--- config.mk ---
export PLATFORM = sky130hd
export DESIGN_NAME = ata_register_access_port
export DESIGN_NICKNAME = d
export VERILOG_FILES = /design/src/logic/ata_access_pkg.sv /design/src/logic/ata_register_access_port.sv
export SDC_FILE = /design/constraint.sdc
export NUM_CORES = 1
export LEC_CHECK = 0
export ABC_AREA = 1
export BUFFER_PORTS_ARGS = -buffer_cell sky130_fd_sc_hd__buf_2
export CAP_MARGIN = 0
export CORE_ASPECT_RATIO = 1.2
export CORE_UTILIZATION = 55
export DETAILED_ROUTE_END_ITERATION = 8
export PLACE_DENSITY = 0.74
export SLEW_MARGIN = 0
export SYNTH_ARGS = -nofsm -noshare
export SYNTH_HDL_FRONTEND = slang
export SYNTH_SLANG_ARGS = --single-unit
--- constraint.sdc ---
create_clock -name mclk -period 4.2 [get_ports mclk]
set_input_delay 0.84 -clock mclk [delete_from_list [all_inputs] [get_ports mclk]]
set_output_delay 0.84 -clock mclk [all_outputs]
set_load 0.005 [all_outputs]
--- src/logic/ata_access_pkg.sv ---
/*
 * Constants for the drive register access port: register addresses,
 * field positions, reset values and bus cycle timing.
 * Assumes a 100 MHz system clock and an 8-bit MCU data space.
 */
// Notes on behaviour
// RL1: register write drives holding pair, low byte first register, high byte second.
// RL2: read result lands in holding pair; only low byte valid except data register.
// RL3: data register uses 16-bit bus access, all other registers 8-bit.
// RL4: flush bit empties sector fifo and buffers, then clears itself next cycle.
// RL5: firmware flushes sector fifo after any abnormally ended transfer.
// RL6: read trigger starts a read cycle, stays set until done, then clears.
// RL7: read completion clears both triggers and stores captured value.
// RL8: read and write triggers set together: only the read is performed.
// RL9: write trigger starts write cycle from holding pair, clears when done.
// RL10: bit 0 of address/control shows sector counter bit 8, read only.
// RL11: address bit 3 clear selects command block, set selects control block.
// RL12: low three address bits pick the register inside the selected block.
// RL13: decode follows the command and control block register map.
// RL14: reserved drive addresses are not blocked; they run like any access.
// RL15: firmware avoids reserved drive addresses unless doing vendor functions.
// RL16: sector counter decrements by one after each full sector transfer.
// RL17: byte count load sets sector counter from byte count bits 17 to 9.
// RL18: each cycle drives chip select and address, then pulses read or write strobe.
`default_nettype none
package ata_access_pkg;
    // ****************************************
    // register addresses
    // ****************************************
    localparam logic [15:0] ADDR_DATA_LOW = 16'hf0d2;
    localparam logic [15:0] ADDR_DATA_HIGH = 16'hf0d3;
    localparam logic [15:0] ADDR_ADDR_CTRL = 16'hf0d4;
    localparam logic [15:0] ADDR_SECT_LOW = 16'hf0d5;
    localparam logic [15:0] ADDR_BCNT_1 = 16'hf0d7;
    localparam logic [15:0] ADDR_BCNT_2 = 16'hf0d8;
    // ****************************************
    // address/control fields
    // ****************************************
    localparam int SECT_MSB_BIT = 0;
    localparam int FLUSH_BIT = 1;
    localparam int RD_TRIG_BIT = 2;
    localparam int WR_TRIG_BIT = 3;
    localparam int SEL_LSB = 4;
    localparam int BLOCK_BIT = 3;
    localparam logic [2:0] DATA_REG_SEL = 3'h0;
    localparam logic [7:0] HOLD_RESET = 8'h00;
    localparam logic [3:0] SEL_RESET = 4'h0;
    localparam logic [8:0] SECT_RESET = 9'h000;
    // ****************************************
    // register cycle timing
    // ****************************************
    localparam int CLK_PERIOD_NS = 10;
    localparam int SETUP_NS = 70;
    localparam int STROBE_NS = 290;
    localparam int RECOVER_NS = 30;
    localparam int SETUP_CYC = (SETUP_NS + CLK_PERIOD_NS - 1) / CLK_PERIOD_NS;
    localparam int STROBE_CYC = (STROBE_NS + CLK_PERIOD_NS - 1) / CLK_PERIOD_NS;
    localparam int RECOVER_CYC = (RECOVER_NS + CLK_PERIOD_NS - 1) / CLK_PERIOD_NS;
    typedef enum logic [3:0] {
        ST_IDLE = 4'b0001,
        ST_SETUP = 4'b0010,
        ST_STROBE = 4'b0100,
        ST_RECOVER = 4'b1000
    } cycle_state_t;
endpackage : ata_access_pkg
`default_nettype wire

--- src/logic/ata_register_access_port.sv ---
/*
 * Drive register access engine: holding pair, address/control register,
 * PIO sector counter and the parallel register cycle sequencer.
 * Assumes a synchronous MCU write/read port on mclk and a drive on pins.
 */
`timescale 1ns/1ps
`default_nettype none
module ata_register_access_port (
    // clock and reset
    input wire logic mclk,
    input wire logic rst,
    // mcu register port
    input wire logic [15:0] mcu_addr,
    input wire logic mcu_wr,
    input wire logic [7:0] mcu_wdata,
    output logic [7:0] mcu_rdata,
    // sector datapath
    input wire logic sector_done,
    output logic sector_fifo_flush,
    // drive bus pins
    output logic drive_cs0_n,
    output logic drive_cs1_n,
    output logic [2:0] drive_addr,
    output logic drive_rd_n,
    output logic drive_wr_n,
    input wire logic [15:0] drive_data_in,
    output logic [15:0] drive_data_out,
    output logic drive_data_oe,
    output logic drive_wide
);
    // ****************************************
    // mcu register file
    // ****************************************
    logic [7:0] hold_lo_q, hold_lo_d, hold_hi_q, hold_hi_d;
    logic [3:0] drive_reg_select_q, drive_reg_select_d;
    logic bus_read_trigger_q, bus_read_trigger_d;
    logic bus_write_trigger_q, bus_write_trigger_d;
    logic flush_q, flush_d;
    logic [8:0] pio_sector_counter_q, pio_sector_counter_d;
    logic [15:0] din_s1_q, din_s2_q;
    logic cyc_done;
    logic cyc_is_read_q, cyc_is_read_d;
    logic [15:0] rd_cap_q, rd_cap_d;
    logic ctrl_wr;

    assign ctrl_wr = mcu_wr && (mcu_addr == ata_access_pkg::ADDR_ADDR_CTRL);
    assign sector_fifo_flush = flush_q;

    always_comb
    begin
        hold_lo_d = hold_lo_q;
        hold_hi_d = hold_hi_q;
        drive_reg_select_d = drive_reg_select_q;
        bus_read_trigger_d = bus_read_trigger_q;
        bus_write_trigger_d = bus_write_trigger_q;
        flush_d = 1'b0; // see RL4
        pio_sector_counter_d = pio_sector_counter_q;
        if (mcu_wr && mcu_addr == ata_access_pkg::ADDR_DATA_LOW)
            hold_lo_d = mcu_wdata;
        if (mcu_wr && mcu_addr == ata_access_pkg::ADDR_DATA_HIGH)
            hold_hi_d = mcu_wdata;
        // clear ahead of the mcu update, so a trigger written in the same cycle survives
        if (cyc_done)
        begin
            bus_read_trigger_d = 1'b0; // see RL7
            bus_write_trigger_d = 1'b0; // see RL7
        end
        if (ctrl_wr)
        begin
            drive_reg_select_d = mcu_wdata[ata_access_pkg::SEL_LSB +: 4];
            // triggers are set-only from the mcu; zero writes do nothing
            if (mcu_wdata[ata_access_pkg::RD_TRIG_BIT])
                bus_read_trigger_d = 1'b1; // see RL6
            if (mcu_wdata[ata_access_pkg::WR_TRIG_BIT])
                bus_write_trigger_d = 1'b1; // see RL9
            flush_d = mcu_wdata[ata_access_pkg::FLUSH_BIT]; // see RL4
        end
        // load from byte count bits 17:9 (bit 9..15 in reg 1 bits 1..7)
        if (mcu_wr && mcu_addr == ata_access_pkg::ADDR_BCNT_1)
            pio_sector_counter_d[6:0] = mcu_wdata[7:1]; // see RL17
        else if (mcu_wr && mcu_addr == ata_access_pkg::ADDR_BCNT_2)
            pio_sector_counter_d[8:7] = mcu_wdata[1:0]; // see RL17
        else if (sector_done && pio_sector_counter_q != ata_access_pkg::SECT_RESET)
            pio_sector_counter_d = pio_sector_counter_q - 9'h001; // see RL16
        if (cyc_done && cyc_is_read_q)
        begin
            hold_lo_d = rd_cap_q[7:0]; // see RL2 RL7
            // high byte only meaningful for the data register
            hold_hi_d = rd_cap_q[15:8]; // see RL2
        end
    end

    always_ff @(posedge mclk)
    begin
        if (rst)
        begin
            hold_lo_q <= ata_access_pkg::HOLD_RESET;
            hold_hi_q <= ata_access_pkg::HOLD_RESET;
            drive_reg_select_q <= ata_access_pkg::SEL_RESET;
            bus_read_trigger_q <= 1'b0;
            bus_write_trigger_q <= 1'b0;
            flush_q <= 1'b0;
            pio_sector_counter_q <= ata_access_pkg::SECT_RESET;
            din_s1_q <= 16'h0000;
            din_s2_q <= 16'h0000;
        end
        else
        begin
            hold_lo_q <= hold_lo_d;
            hold_hi_q <= hold_hi_d;
            drive_reg_select_q <= drive_reg_select_d;
            bus_read_trigger_q <= bus_read_trigger_d;
            bus_write_trigger_q <= bus_write_trigger_d;
            flush_q <= flush_d;
            pio_sector_counter_q <= pio_sector_counter_d;
            din_s1_q <= drive_data_in;
            din_s2_q <= din_s1_q;
        end
    end

    always_comb
    begin
        case (mcu_addr)
            ata_access_pkg::ADDR_DATA_LOW: mcu_rdata = hold_lo_q;
            ata_access_pkg::ADDR_DATA_HIGH: mcu_rdata = hold_hi_q;
            ata_access_pkg::ADDR_ADDR_CTRL:
                mcu_rdata = {drive_reg_select_q, bus_write_trigger_q, bus_read_trigger_q,
                             flush_q, pio_sector_counter_q[8]}; // see RL10
            ata_access_pkg::ADDR_SECT_LOW: mcu_rdata = pio_sector_counter_q[7:0];
            default: mcu_rdata = 8'h00;
        endcase
    end

    // ****************************************
    // drive register cycle sequencer
    // ****************************************
    ata_access_pkg::cycle_state_t state_q, state_d;
    logic [5:0] cnt_q, cnt_d;
    logic [2:0] addr_q, addr_d;
    logic cs0_q, cs0_d, cs1_q, cs1_d, rd_q, rd_d, wr_q, wr_d, oe_q, oe_d, wide_q, wide_d;
    logic [15:0] dout_q, dout_d;

    assign cyc_done = (state_q == ata_access_pkg::ST_RECOVER) && (cnt_q == 6'h00);

    always_comb
    begin
        state_d = state_q;
        cnt_d = cnt_q;
        addr_d = addr_q;
        cs0_d = cs0_q;
        cs1_d = cs1_q;
        rd_d = 1'b0;
        wr_d = 1'b0;
        oe_d = oe_q;
        wide_d = wide_q;
        dout_d = dout_q;
        cyc_is_read_d = cyc_is_read_q;
        rd_cap_d = rd_cap_q;
        case (state_q)
            ata_access_pkg::ST_IDLE:
            begin
                // reserved selects are decoded like any other address
                if (bus_read_trigger_q || bus_write_trigger_q) // see RL14
                begin
                    cyc_is_read_d = bus_read_trigger_q; // see RL8
                    cs0_d = !drive_reg_select_q[ata_access_pkg::BLOCK_BIT]; // see RL11
                    cs1_d = drive_reg_select_q[ata_access_pkg::BLOCK_BIT]; // see RL11
                    addr_d = drive_reg_select_q[2:0]; // see RL12
                    wide_d = !drive_reg_select_q[ata_access_pkg::BLOCK_BIT]
                             && drive_reg_select_q[2:0] == ata_access_pkg::DATA_REG_SEL; // see RL3, RL13
                    dout_d = {hold_hi_q, hold_lo_q}; // see RL1
                    oe_d = !bus_read_trigger_q;
                    cnt_d = 6'(ata_access_pkg::SETUP_CYC - 1);
                    state_d = ata_access_pkg::ST_SETUP; // see RL18
                end
            end
            ata_access_pkg::ST_SETUP:
            begin
                if (cnt_q == 6'h00)
                begin
                    cnt_d = 6'(ata_access_pkg::STROBE_CYC - 1);
                    rd_d = cyc_is_read_q;
                    wr_d = !cyc_is_read_q;
                    state_d = ata_access_pkg::ST_STROBE; // see RL18
                end
                else
                    cnt_d = cnt_q - 6'h01;
            end
            ata_access_pkg::ST_STROBE:
            begin
                if (cnt_q == 6'h00)
                begin
                    cnt_d = 6'(ata_access_pkg::RECOVER_CYC + 1);
                    state_d = ata_access_pkg::ST_RECOVER;
                    // drive lets go of the bus soon after the strobe rises, so latch now
                    if (cyc_is_read_q)
                        rd_cap_d = din_s2_q; // see RL2
                end
                else
                begin
                    cnt_d = cnt_q - 6'h01;
                    rd_d = cyc_is_read_q;
                    wr_d = !cyc_is_read_q;
                end
            end
            ata_access_pkg::ST_RECOVER:
            begin
                // two spare recovery cycles keep the select well past the strobe
                if (cnt_q == 6'h00)
                begin
                    cs0_d = 1'b0;
                    cs1_d = 1'b0;
                    oe_d = 1'b0;
                    state_d = ata_access_pkg::ST_IDLE;
                end
                else
                    cnt_d = cnt_q - 6'h01;
            end
            default: state_d = ata_access_pkg::ST_IDLE;
        endcase
    end

    always_ff @(posedge mclk)
    begin
        if (rst)
        begin
            state_q <= ata_access_pkg::ST_IDLE;
            cnt_q <= 6'h00;
            addr_q <= 3'h0;
            cs0_q <= 1'b0;
            cs1_q <= 1'b0;
            rd_q <= 1'b0;
            wr_q <= 1'b0;
            oe_q <= 1'b0;
            wide_q <= 1'b0;
            dout_q <= 16'h0000;
            cyc_is_read_q <= 1'b0;
            rd_cap_q <= 16'h0000;
        end
        else
        begin
            state_q <= state_d;
            cnt_q <= cnt_d;
            addr_q <= addr_d;
            cs0_q <= cs0_d;
            cs1_q <= cs1_d;
            rd_q <= rd_d;
            wr_q <= wr_d;
            oe_q <= oe_d;
            wide_q <= wide_d;
            dout_q <= dout_d;
            cyc_is_read_q <= cyc_is_read_d;
            rd_cap_q <= rd_cap_d;
        end
    end

    assign drive_cs0_n = !cs0_q;
    assign drive_cs1_n = !cs1_q;
    assign drive_addr = addr_q;
    assign drive_rd_n = !rd_q;
    assign drive_wr_n = !wr_q;
    assign drive_data_out = dout_q;
    assign drive_data_oe = oe_q;
    assign drive_wide = wide_q;
endmodule : ata_register_access_port
`default_nettype wire

== Word-level counts from Yosys, hierarchy flattened ==
Index checks and enable logic that the tools add are counted.

* Output and inout port bits: 34
* Input port bits: 44
* Flip-flop bits (word level): 116

* Bitwise logic cells: 2
* Equality and inequality tests: 16
* Multiplexer cells: 38
* Add/sub/neg operators: 2
* Reductions and logical operators: 34

{| class="wikitable"
|+ Operators with widths
! operator !! count
|-
| 16-bit equality test (second input constant) || 6
|-
| 8-bit 2-to-1 mux || 4
|-
| 8-bit case mux with 4 select lines || 1
|-
| 6-bit 2-to-1 mux || 4
|-
| 6-bit case mux with 4 select lines || 1
|-
| 4-bit 2-to-1 mux || 4
|-
| 4-bit case mux with 4 select lines || 1
|-
| 1-bit 2-to-1 mux || 14
|-
| 7-bit 2-to-1 mux || 2
|-
| 2-bit inequality test (second input constant) || 5
|-
| 1-bit case mux with 2 select lines || 5
|-
| 2-bit nonzero test || 5
|-
| 1-bit logical AND || 9
|-
| 9-bit 2-to-1 mux || 1
|-
| 3-bit AND reduction || 3
|-
| 9-bit nonzero test || 1
|-
| 9-bit by 1-bit subtractor with 9-bit output (second input constant) || 1
|-
| 1-bit logical NOT || 7
|-
| 6-bit logical NOT || 1
|-
| 2-bit AND reduction || 3
|-
| 6-bit by 1-bit subtractor with 6-bit output (second input constant) || 1
|-
| 4-bit by 1-bit equality test with 1-bit output (second input constant) || 1
|-
| 4-bit by 2-bit equality test with 1-bit output (second input constant) || 1
|-
| 4-bit by 3-bit equality test with 1-bit output (second input constant) || 1
|-
| other kinds (9) || 10
|}

== Longest topological paths before layout ==
Gate-level depths: netlist of run 1.

* Word-level depth: 5
* Gate-level depth with buffers: 12
* Mapped depth without buffers: 12

== Worst setup path after synthesis of run 1 ==
Ideal clock, no wire load.

* Path type: in2out
* Start: input mcu_addr[4]
* End: output mcu_rdata[0]
* Arrival: 1.825 ns
* Setup slack: 1.535 ns
* Cell stages on the path: 8
* Data required time: 3.360 ns
* Cell sequence: inv_1 > nor2_1 > nand2_1 > nor2_2 > nand2_1 > nor2_1 > nand3_1 > nand3_1

* Longest elaborated chain between the ends: 2
* Elaborated cells between the ends (all ways): 5

{| class="wikitable"
|+ Ends and longest elaborated chain
! element !! RTL line !! source
|-
| start: declaration || ata_register_access_port.sv:13 || <nowiki>input wire logic [15:0] mcu_addr,</nowiki>
|-
| 16-bit equality test || ata_register_access_port.sv:123 || <nowiki>case (mcu_addr)</nowiki>
|-
| 8-bit case mux with 4 select lines * || ata_register_access_port.sv:123 ||
|-
| end: declaration || ata_register_access_port.sv:16 || <nowiki>output logic [7:0] mcu_rdata,</nowiki>
|}

Every way passes the cells marked *; elsewhere a longest branch is shown, timed or not.

== Final worst setup path of run 1 ==
* Start: input mcu_addr[4]
* End: output mcu_rdata[1]

The elaborated chain is that of the path after synthesis.

==> qor.txt, run 1 <==
outcome = complete, no violations
setup_tns = 0 ns
CP arrival = 2.33 ns
startpoint types = input pin
initial drt markers = 397
Area contributors post-synth = dfxtp_1 45%, nand2_1 12%, nor2_1 7.3%
Worst Skew = 0.009117 ns
global-route wire length before repair = 21920 µm
top-area cell type share of the netlist area = 44.60%
critical setup path kind = input pin to output pin
Final ANT Viol Nets = 0
final hold vios = 0
Cell variety after synth = 33
antenna diode count = 0
drt pass-1 iters = 6
drt total wl = 13600 µm
I/O Buffers = 77
xor and xnor area share after synthesis = 1.009%
full die area = 0.009861 mm²
Synth area leader = dfxtp_1
Slew headroom = 39.63%
YS warnings = 0
Slew Limit Fails = 0
CP Max Fanout = 8
Die X = 90.82 µm
CTS Sinks = 116
ys flop type = dfxtp_1
Synth async-reset ratio = 0%
Filler cells = 817
delay-heaviest family, CP = simple AND/OR/NAND/NOR gates
post-synthesis compound-gate area fraction = 12.02%
syn avg cell area = 6.951 µm²
worst-skew pair later-pin latency = 0.52 ns
CP Data Required Time = 3.36 ns
PnR Total Power = 0.003217 W
critical path, cell by cell = buf_2 > inv_1 > nor2_1 > nand2_1 > nor2_2 > nand2_1 > nor2_1 > a21oi_1 > nand3_1 > buf_2
Leak Pwr = 2.782 nW
hold-fix buffers at CTS = 0
Crit path largest cell delay = 0.45 ns
Vias = 4977
fin nets = 868
Critical Path End Type = output pin
CTS tree = done
Synth Area in Adders = 0.7210%
Starting Density = 57.03%
crit path buf inv count = 3
I/O pins = 78
post_cts resized = 0
DP Wirelength = 9831 µm
share of the clock period used by the worst path = 75.54%
largest family of logic cells by synthesized area = simple AND/OR/NAND/NOR gates
H-Tree Depth = 4
Overflow after GRT = 0
reg2reg setup slack = 1.99 ns
Synth Instances = 749
Die Y = 108.6 µm
initial antenna violation count = 0
post-synthesis simple-gate area fraction = 31.87%
most frequent cells in the layout = 172 x nand2_1, 116 x dfxtp_1, 101 x nor2_1
std cell rows = 38
largest net degree at the start of global routing = 90
setup violators final = 0
power per cell area = 516.0 mW/mm²
Max rail drop VDD = 0.5022 mV
fraction of layout cells with a size suffix above 1 = 16.43%
Core ar. = 0.009129 mm²
vias per cell = 5.217
RSZ-0062 raised after global routing = false
Total Routing Usage GR = 28.75%
FF+latch count, synth = 116
Final GP Congestion = 0.8890
Clock transition at path regs = 0.06 ns
sequential-to-total area share from yosys stat = 44.60%
Tmin final = 3.173 ns
post-synthesis mux area share = 0%
most common cell after layout, fill and taps aside = nand2_1
Post-CTS Setup Inserts = 0
Area Overhead vs Synth = 19.78%
WL per Instance = 14.25 µm
worst-margin pin slew = 0.9055 ns
CP max stage cell = nor2_1
EDFF count, synth = 0
synthesized cell area = 0.005206 mm²
Max-Cap Viols = 0
Hold WC Path Type = flop to flop
vias in the first global route = 4696
DRC Markers = 0
syn nets = 796
Root Driver = clkbuf_8
Clock Path Buffers = 2
max frequency = 0.3152 GHz
CTS buffer count = 17
## worst paths after layout
path	from	to	cells past startpoint
setup / recovery	mcu_addr[4]	mcu_rdata[1]	10
setup reg to reg	cnt_q[0]	rd_cap_q[9]	7
hold reg to reg	din_s1_q[4]	din_s2_q[4]	2
hold / removal	din_s1_q[4]	din_s2_q[4]	2
## synthesized netlist by cell type, types with 3 or more instances
master	instances
nand4_1	15
a21oi_2	4
xor2_1	6
a21oi_1	71
o21ai_0	34
o21ai_2	4
nand3_1	67
dfxtp_1	116
nand2_2	4
nand2_1	172
buf_2	8
clkbuf_1	15
nor2_1	101
nor2_2	5
inv_1	98
ha_1	3
nor3_1	5
## layout make-up
| cell class | count | area [µm²] | area share, % |
|---|---|---|---|
| well taps | 120 | 150.1 | 2.408 |
| clock inverters | 10 | 148.9 | 2.388 |
| inverters | 101 | 379.1 | 6.079 |
| repair buffers | 80 | 407.9 | 6.541 |
| multi-input cells | 505 | 2375 | 38.08 |
| clock buffers | 22 | 452.9 | 7.263 |
| flip-flops and latches | 116 | 2322 | 37.24 |
## state kept, by name (all words and copies together), names as in the netlist, 3 cells and up
| register | cells |
|---|---|
| din_s1_q | 16 |
| din_s2_q | 16 |
| drive_data_out | 16 |
| rd_cap_q | 16 |
| pio_sector_counter_q | 9 |
| hold_hi_q | 8 |
| hold_lo_q | 8 |
| cnt_q | 6 |
| drive_reg_select_q | 4 |
| state_q | 4 |
| drive_addr | 3 |
## report_power, final
group / total, W / internal [W] / leakage (nW) / switching (W)
Sequential: 0.00121 / 0.00116 / 0.943 / 0.0000548
Combinational: 0.000572 / 0.000202 / 1.55 / 0.000370
Clock: 0.00143 / 0.000940 / 0.286 / 0.000493
Total: 0.00322 / 0.00230 / 2.78 / 0.000918
## stage by stage
| stage | std cells | hold WS [ns] | instance area (µm²) | setup WS [ns] | util [%] |
|---|---|---|---|---|---|
| floorplan | 749 | 0.3883 | 5206 | 1.535 | - |
| global placement | 922 | 0.3894 | 5634 | 1.118 | 61.72 |
| detailed placement | 922 | 0.3928 | 5634 | 1.057 | 61.72 |
| CTS | 954 | 0.3986 | 6236 | 1.055 | 68.31 |
| global route | 954 | 0.4155 | 6236 | 0.8169 | 68.31 |
| finish | 954 | 0.3967 | 6236 | 1.027 | 68.31 |
## kinds of logic after synthesis
group                    after synthesis
adder cells (fa/ha/maj)                3
buffers and inverters                128
flip-flops                           116
XOR/XNOR                               6
AO/OA/AOI/OAI                        117
AND/OR/NAND/NOR                      379
## per-layer routing
| metal | track usage, % | share of wire (%) | up-vias |
|---|---|---|---|
| met1 | 32.88 | 42 | 2242 |
| met5 | 0 | 0 | - |
| met3 | 7.103 | 5.9 | 31 |
| met4 | 12.93 | 2.5 | 0 |
| met2 | 50.87 | 50 | 174 |
| li1 | - | - | 2530 |
## worst register-to-register path, delay by kind of cell, from the launching register on
kind / cells / cell delay, ns
AOI/OAI and AO/OA: 2 / 0.57
adders and majority gates: 1 / 0.26
buffers and inverters: 2 / 0.19
DFF: 1 / 0.31
and+or+nand+nor: 2 / 0.74
(Power assumes the default switching activity.)
==> inputs of run 2 (changes only) <==
==> constraint.sdc (replaced) <==
create_clock -name mclk -period 3.3 [get_ports mclk]
set_input_delay 0.66 -clock mclk [delete_from_list [all_inputs] [get_ports mclk]]
set_output_delay 0.66 -clock mclk [all_outputs]
set_load 0.005 [all_outputs]
==> run 2 against run 1 <==
  * Final cell count unchanged
  * Clock skew fell by 0.00056 ns
  * First-iteration DRC count decreased by 19%
  * Combinational power increased by 26%
  * Sequential share of layout area is 0.052 points lower
  * Power up 27%
  * Global-route usage up 0.056 points
  * Worst hold slack got worse by 0.066 ns
  * Utilization up 0.096 points
  * Via count grew 1.2%
  * Sequential power rose by 27%
  * Critical endpoint is now mcu_rdata[0]
  * Largest power group unchanged
  * Highest routed layer unchanged
==> qor.txt, run 2 (synthesis gave the netlist of run 1 again) <==
outcome = complete, no violations
CTS Sinks = 116 (unchanged)
final hold vios = 0 (unchanged)
startpoint types = input pin
GR Layer Usage met1 = 32.94% (+0.060 points)
initial drt markers = 321 (-19%)
r2r worst-path depth = 7 (unchanged)
Hold Crit Depth = 3 (+1)
DRC Markers = 0 (unchanged)
Starting Density = 57.03% (unchanged)
CP arrival = 2.13 ns (-0.20 ns)
Clock transition at path regs = 0.06 ns (about the same)
Root Driver = clkbuf_8
gr busiest metal = met2
fin nets = 868 (unchanged)
Overflow after GRT = 0 (unchanged)
Sw Share = 30.66% (+2.1 points)
I/O pins = 78 (unchanged)
I/O Buffers = 77 (unchanged)
std cell rows = 38 (unchanged)
sink of the worst hold path = din_s1_q[14]
fraction of layout cells with a size suffix above 1 = 16.79% (+0.36 points)
drt total wl = 13280 µm (-2.4%)
Final GP Congestion = 0.9714 (+9.3%)
Max-Cap Viols = 0 (unchanged)
final hold slack = 0.3310 ns (-0.06561 ns)
RSZ-0062 raised after global routing = false
global-route wire length before repair = 21940 µm (about the same)
Critical Path End Type = output pin
drt pass-1 iters = 5 (-1)
most frequent cells in the layout = 172 x nand2_1, 116 x dfxtp_1, 101 x nor2_1
CP Max Fanout = 8 (unchanged)
Total Routing Usage GR = 28.80% (+0.056 points)
post_cts resized = 0 (unchanged)
max frequency = 0.3585 GHz
Slew Limit Fails = 0 (unchanged)
reg2reg setup slack = 1.11 ns (-0.88 ns)
worst-skew pair later-pin latency = 0.53 ns (about the same)
Post-CTS Setup Inserts = 0 (unchanged)
initial antenna violation count = 0 (unchanged)
Combinational Power Share = 17.6% (-0.2 points)
Tmin final = 2.789 ns
full die area = 0.009861 mm² (unchanged)
Worst Skew = 0.008552 ns (-0.0005650 ns)
largest net degree at the start of global routing = 61 (-32%)
CTS tree = done
RR Startpoint = cnt_q[0]
vias per cell = 5.280 (+1.2%)
most common cell after layout, fill and taps aside = nand2_1
Die Y = 108.6 µm (unchanged)
worst-margin pin slew = 0.8237 ns (-0.08184 ns)
hold-fix buffers at CTS = 0 (unchanged)
met3 Usage GRT = 5.345% (-1.8 points)
WL per Instance = 13.92 µm (-2.4%)
antenna diode count = 0 (unchanged)
Max rail drop VDD = 0.4537 mV (-9.7%)
critical setup path kind = input pin to output pin
Hold WC Path Type = input pin to flop
share of the clock period used by the worst path = 84.52%
H-Tree Depth = 4 (unchanged)
Slew headroom = 44.93% (+5.3 points)
Area Overhead vs Synth = 19.95%
FF-to-FF End = rd_cap_q[1]
hold wc startpoint = drive_data_in[14]
Core ar. = 0.009129 mm² (unchanged)
clock power share = 44.8% (+0.3 points)
DP Wirelength = 9753 µm (-0.79%)
routing usage on met2 = 51.62% (+0.76 points)
Clock Path Buffers = 2 (unchanged)
Reg power frac = 37.6% (about the same)
power per cell area = 655.9 mW/mm² (+27%)
CP Data Required Time = 2.64 ns (-0.72 ns)
internal power = 0.002840 W (+24%)
setup violators final = 0 (unchanged)
Die X = 90.82 µm (unchanged)
vias in the first global route = 4640 (-1.2%)
Vias = 5037 (+1.2%)
setup_tns = 0 ns (unchanged)
P_sw = 0.001256 W (+37%)
Final ANT Viol Nets = 0 (unchanged)
CTS buffer count = 17 (unchanged)
Leak Pwr = 2.790 nW (+0.29%)
==> run 2: cell count changes in the layout (fill, tap and decap cells not counted), sizes merged <==
cell / change
inv: +8
clkbuf: -5
clkinv: -2
bufinv: -1
==> run 2: cell type report <==
type / instances / area, µm²
Clock buffer: 17 / 414.1
Clock inverter: 15 / 183.9
Fill cell: 792 / 2884
Inverter: 101 / 379.1
Multi-Input combinational cell: 505 / 2375
Sequential cell: 116 / 2322
Tap cell: 120 / 150.1
Timing Repair Buffer: 80 / 420.4
==> run 2: routing by layer <==
layer  share of wire [%]  vias up
li1                    -     2534
met5                   0        -
met4                 2.4        0
met2                  50      181
met3                 5.9       32
met1                  41     2290
==> run 2: worst max-delay path: stages <==
cell,delay [ns]
buf_2,0.11
nor2_1,0.09
nand2_1,0.14
nor2_2,0.21
nand2_1,0.13
nor2_1,0.44
a21oi_1,0.14
nand3_1,0.10
buf_2,0.12
==> run 2: power by group through the flow <==
stage	clock (W)	combinational (W)	sequential (W)
after floorplan	0	0.000546	0.00155
after global placement	0	0.000692	0.00157
after detailed placement	0	0.000712	0.00157
after CTS	0.00185	0.000715	0.00154
after global routing	0.00192	0.000820	0.00155
final	0.00184	0.000719	0.00154
==> run 2: worst max-delay path by stage <==
stage	from	endpoint	slack (ns)	cells after the start
global route	mcu_addr[4]	mcu_rdata[7]	0.25	10
CTS	mcu_addr[5]	mcu_rdata[7]	0.55	9
floorplan	mcu_addr[4]	mcu_rdata[0]	0.99	8
global placement	mcu_addr[5]	mcu_rdata[0]	0.54	9
detailed placement	mcu_addr[5]	mcu_rdata[7]	0.54	9
finish	mcu_addr[5]	mcu_rdata[0]	0.51	9
==> run 2: per-stage QoR <==
step	instance area, µm²	total power (W)	cells	setup slack (ns)	util [%]
floorplan	5206	0.002092	749	0.9948	-
global placement	5647	0.002259	922	0.5395	61.86
detailed placement	5647	0.002279	922	0.5416	61.86
CTS	6245	0.004105	954	0.5495	68.41
global route	6245	0.004294	954	0.2483	68.41
finish	6245	0.004096	954	0.5108	68.41
==> inputs of run 3 (changes only) <==
--- a/config.mk
+++ b/config.mk
@@ -9,9 +9,9 @@
 export BUFFER_PORTS_ARGS = -buffer_cell sky130_fd_sc_hd__buf_2
 export CAP_MARGIN = 0
 export CORE_ASPECT_RATIO = 1.2
-export CORE_UTILIZATION = 55
+export CORE_UTILIZATION = 51
 export DETAILED_ROUTE_END_ITERATION = 8
-export PLACE_DENSITY = 0.74
+export PLACE_DENSITY = 0.72
 export SLEW_MARGIN = 0
 export SYNTH_ARGS = -nofsm -noshare
 export SYNTH_HDL_FRONTEND = slang
==> constraint.sdc (replaced) <==
create_clock -name mclk -period 2.5 [get_ports mclk]
set_input_delay 0.5 -clock mclk [delete_from_list [all_inputs] [get_ports mclk]]
set_output_delay 0.5 -clock mclk [all_outputs]
set_load 0.005 [all_outputs]
==> run 3 against run 2 <==
  * Power is 25% higher
  * Final area is essentially flat
  * Critical path depth unchanged
  * Sequential power grew 32%
  * Worst setup slack worse by 0.31 ns
  * Largest power group unchanged
==> qor.txt, run 3 (synthesis gave the netlist of run 1 again) <==
Area Overhead vs Synth = 20.04% (about the same)
Vias = 5007 (-0.60%)
DP Wirelength = 10040 µm (+2.9%)
Final GP Congestion = 0.9493 (-2.3%)
PnR Total Power = 0.005114 W (+25%)
CP max stage cell = nand4_1
Root Driver = clkbuf_16
fin cells = 969 (+1.6%)
most frequent cells in the layout = 172 x nand2_1, 116 x dfxtp_1, 101 x nor2_1
largest net degree at the start of global routing = 58 (-4.9%)
Slew Limit Fails = 0 (unchanged)
std cell rows = 40 (+5.3%)
CTS buffer count = 17 (unchanged)
vias per cell = 5.167 (-2.1%)
Critical Path End Type = output pin
Max-Cap Viols = 0 (unchanged)
Clock transition at path regs = 0.05 ns (about the same)
H-Tree Depth = 4 (unchanged)
post_cts resized = 0 (unchanged)
final hold vios = 0 (unchanged)
setup violators final = 0 (unchanged)
startpoint types = input pin
Tmin final = 2.295 ns
setup_tns = 0 ns (unchanged)
share of the clock period used by the worst path = 91.79%
initial antenna violation count = 0 (unchanged)
Filler cells = 932 (+18%)
global-route wire length before repair = 20950 µm (-4.5%)
Overflow after GRT = 0 (unchanged)
I/O Buffers = 77 (unchanged)
Crit path largest cell delay = 0.32 ns (-0.12 ns)
Worst Skew = 0.007404 ns (-0.001148 ns)
most common cell after layout, fill and taps aside = nand2_1
max frequency = 0.4358 GHz
Total Routing Usage GR = 26.05% (-2.8 points)
drt pass-1 iters = 4 (-1)
Final Util = 62.75% (-5.7 points)
full die area = 0.01062 mm² (+7.7%)
Hold WC Path Type = input pin to flop
hold-fix buffers at CTS = 0 (unchanged)
Starting Density = 52.27% (-4.8 points)
Final ANT Viol Nets = 0 (unchanged)
antenna diode count = 0 (unchanged)
CTS tree = done
drt total wl = 13250 µm (-0.23%)
routing usage on met2 = 44.11% (-7.5 points)
worst-margin pin slew = 0.7182 ns (-0.1055 ns)
CTS Sinks = 116 (unchanged)
power per cell area = 818.3 mW/mm² (+25%)
Max rail drop VDD = 0.5012 mV (+10%)
fraction of layout cells with a size suffix above 1 = 17.67% (+0.89 points)
fin nets = 878 (+1.2%)
worst-skew pair later-pin latency = 0.41 ns (-0.12 ns)
outcome = complete, no violations
CP Data Required Time = 2.00 ns (-0.64 ns)
CP Max Fanout = 8 (unchanged)
DRC Markers = 0 (unchanged)
Clock Path Buffers = 2 (unchanged)
RSZ-0062 raised after global routing = false
dpl cells = 938 (+1.7%)
final hold slack = 0.2914 ns (-0.03963 ns)
Core ar. = 0.009960 mm² (+9.1%)
gr busiest metal = met2
delay-heaviest family, CP = simple AND/OR/NAND/NOR gates
critical setup path kind = input pin to output pin
met3 Usage GRT = 6.640% (+1.3 points)
crit path buf inv count = 2 (unchanged)
WL per Instance = 13.67 µm (-1.8%)
I/O pins = 78 (unchanged)
Slew headroom = 52.07% (+7.1 points)
CP arrival = 1.79 ns (-0.34 ns)
Post-CTS Setup Inserts = 0 (unchanged)
Leak Pwr = 2.802 nW (+0.44%)
vias in the first global route = 4475 (-3.6%)
critical path, cell by cell = buf_2 > nor2_1 > nand2_1 > nor2_2 > nand4_1 > nor2_1 > a21oi_1 > nand3_1 > buf_2
GR Layer Usage met1 = 29.99% (-3.0 points)
Die X = 94.24 µm (+3.8%)
Die Y = 112.7 µm (+3.8%)
initial drt markers = 374 (+17%)
run 3: through the flow:
stage | cell area, µm² | worst slack, ns
3_5_place_dp | 5717 | 0.2279
5_1_grt | 6250 | 0.03716
2_1_floorplan | 5206 | 0.5148
3_3_place_gp | 5717 | 0.2272
6_report | 6250 | 0.2053
4_1_cts | 6250 | 0.2207
run 3: worst paths after layout:
| check | startpoint | depth (start not counted) | slack (ns) | to |
|---|---|---|---|---|
| worst max-delay path | mcu_addr[5] | 9 | 0.21 | mcu_rdata[0] |
| worst min-delay path | drive_data_in[13] | 3 | 0.29 | din_s1_q[13] |
| worst max register to register | cnt_q[0] | 10 | 0.53 | hold_lo_q[0] |
| worst min register to register | din_s1_q[5] | 2 | 0.40 | din_s2_q[5] |
run 3: where the power goes:
group | internal, W | switching, W
clock | 0.00127 | 0.000865
sequential | 0.00195 | 0.0000830
combinational | 0.000341 | 0.000612
total | 0.00355 | 0.00156
run 3: tightest hold or removal path, delay by kind of cell:
family / cells / cell delay [ns]
simple gates: 1 / 0.06
buf+inv: 2 / 0.10
run 3: routing by layer:
| layer | routed length (µm) | vias to the layer above |
|---|---|---|
| met5 | 0 | - |
| met4 | 428 | 0 |
| met3 | 846 | 25 |
| met2 | 6558 | 180 |
| met1 | 5412 | 2257 |
| li1 | - | 2545 |
run 3: cell type report:
type / instances / area (µm²) / share of cell area (%)
inverter: 101 / 379.1 / 6.066
tap: 126 / 157.7 / 2.523
clock inverter: 14 / 107.6 / 1.722
clock buffer: 17 / 425.4 / 6.807
timing repair buffer: 90 / 483.0 / 7.728
sequential: 116 / 2322 / 37.16
multi-input combinational: 505 / 2375 / 38.00
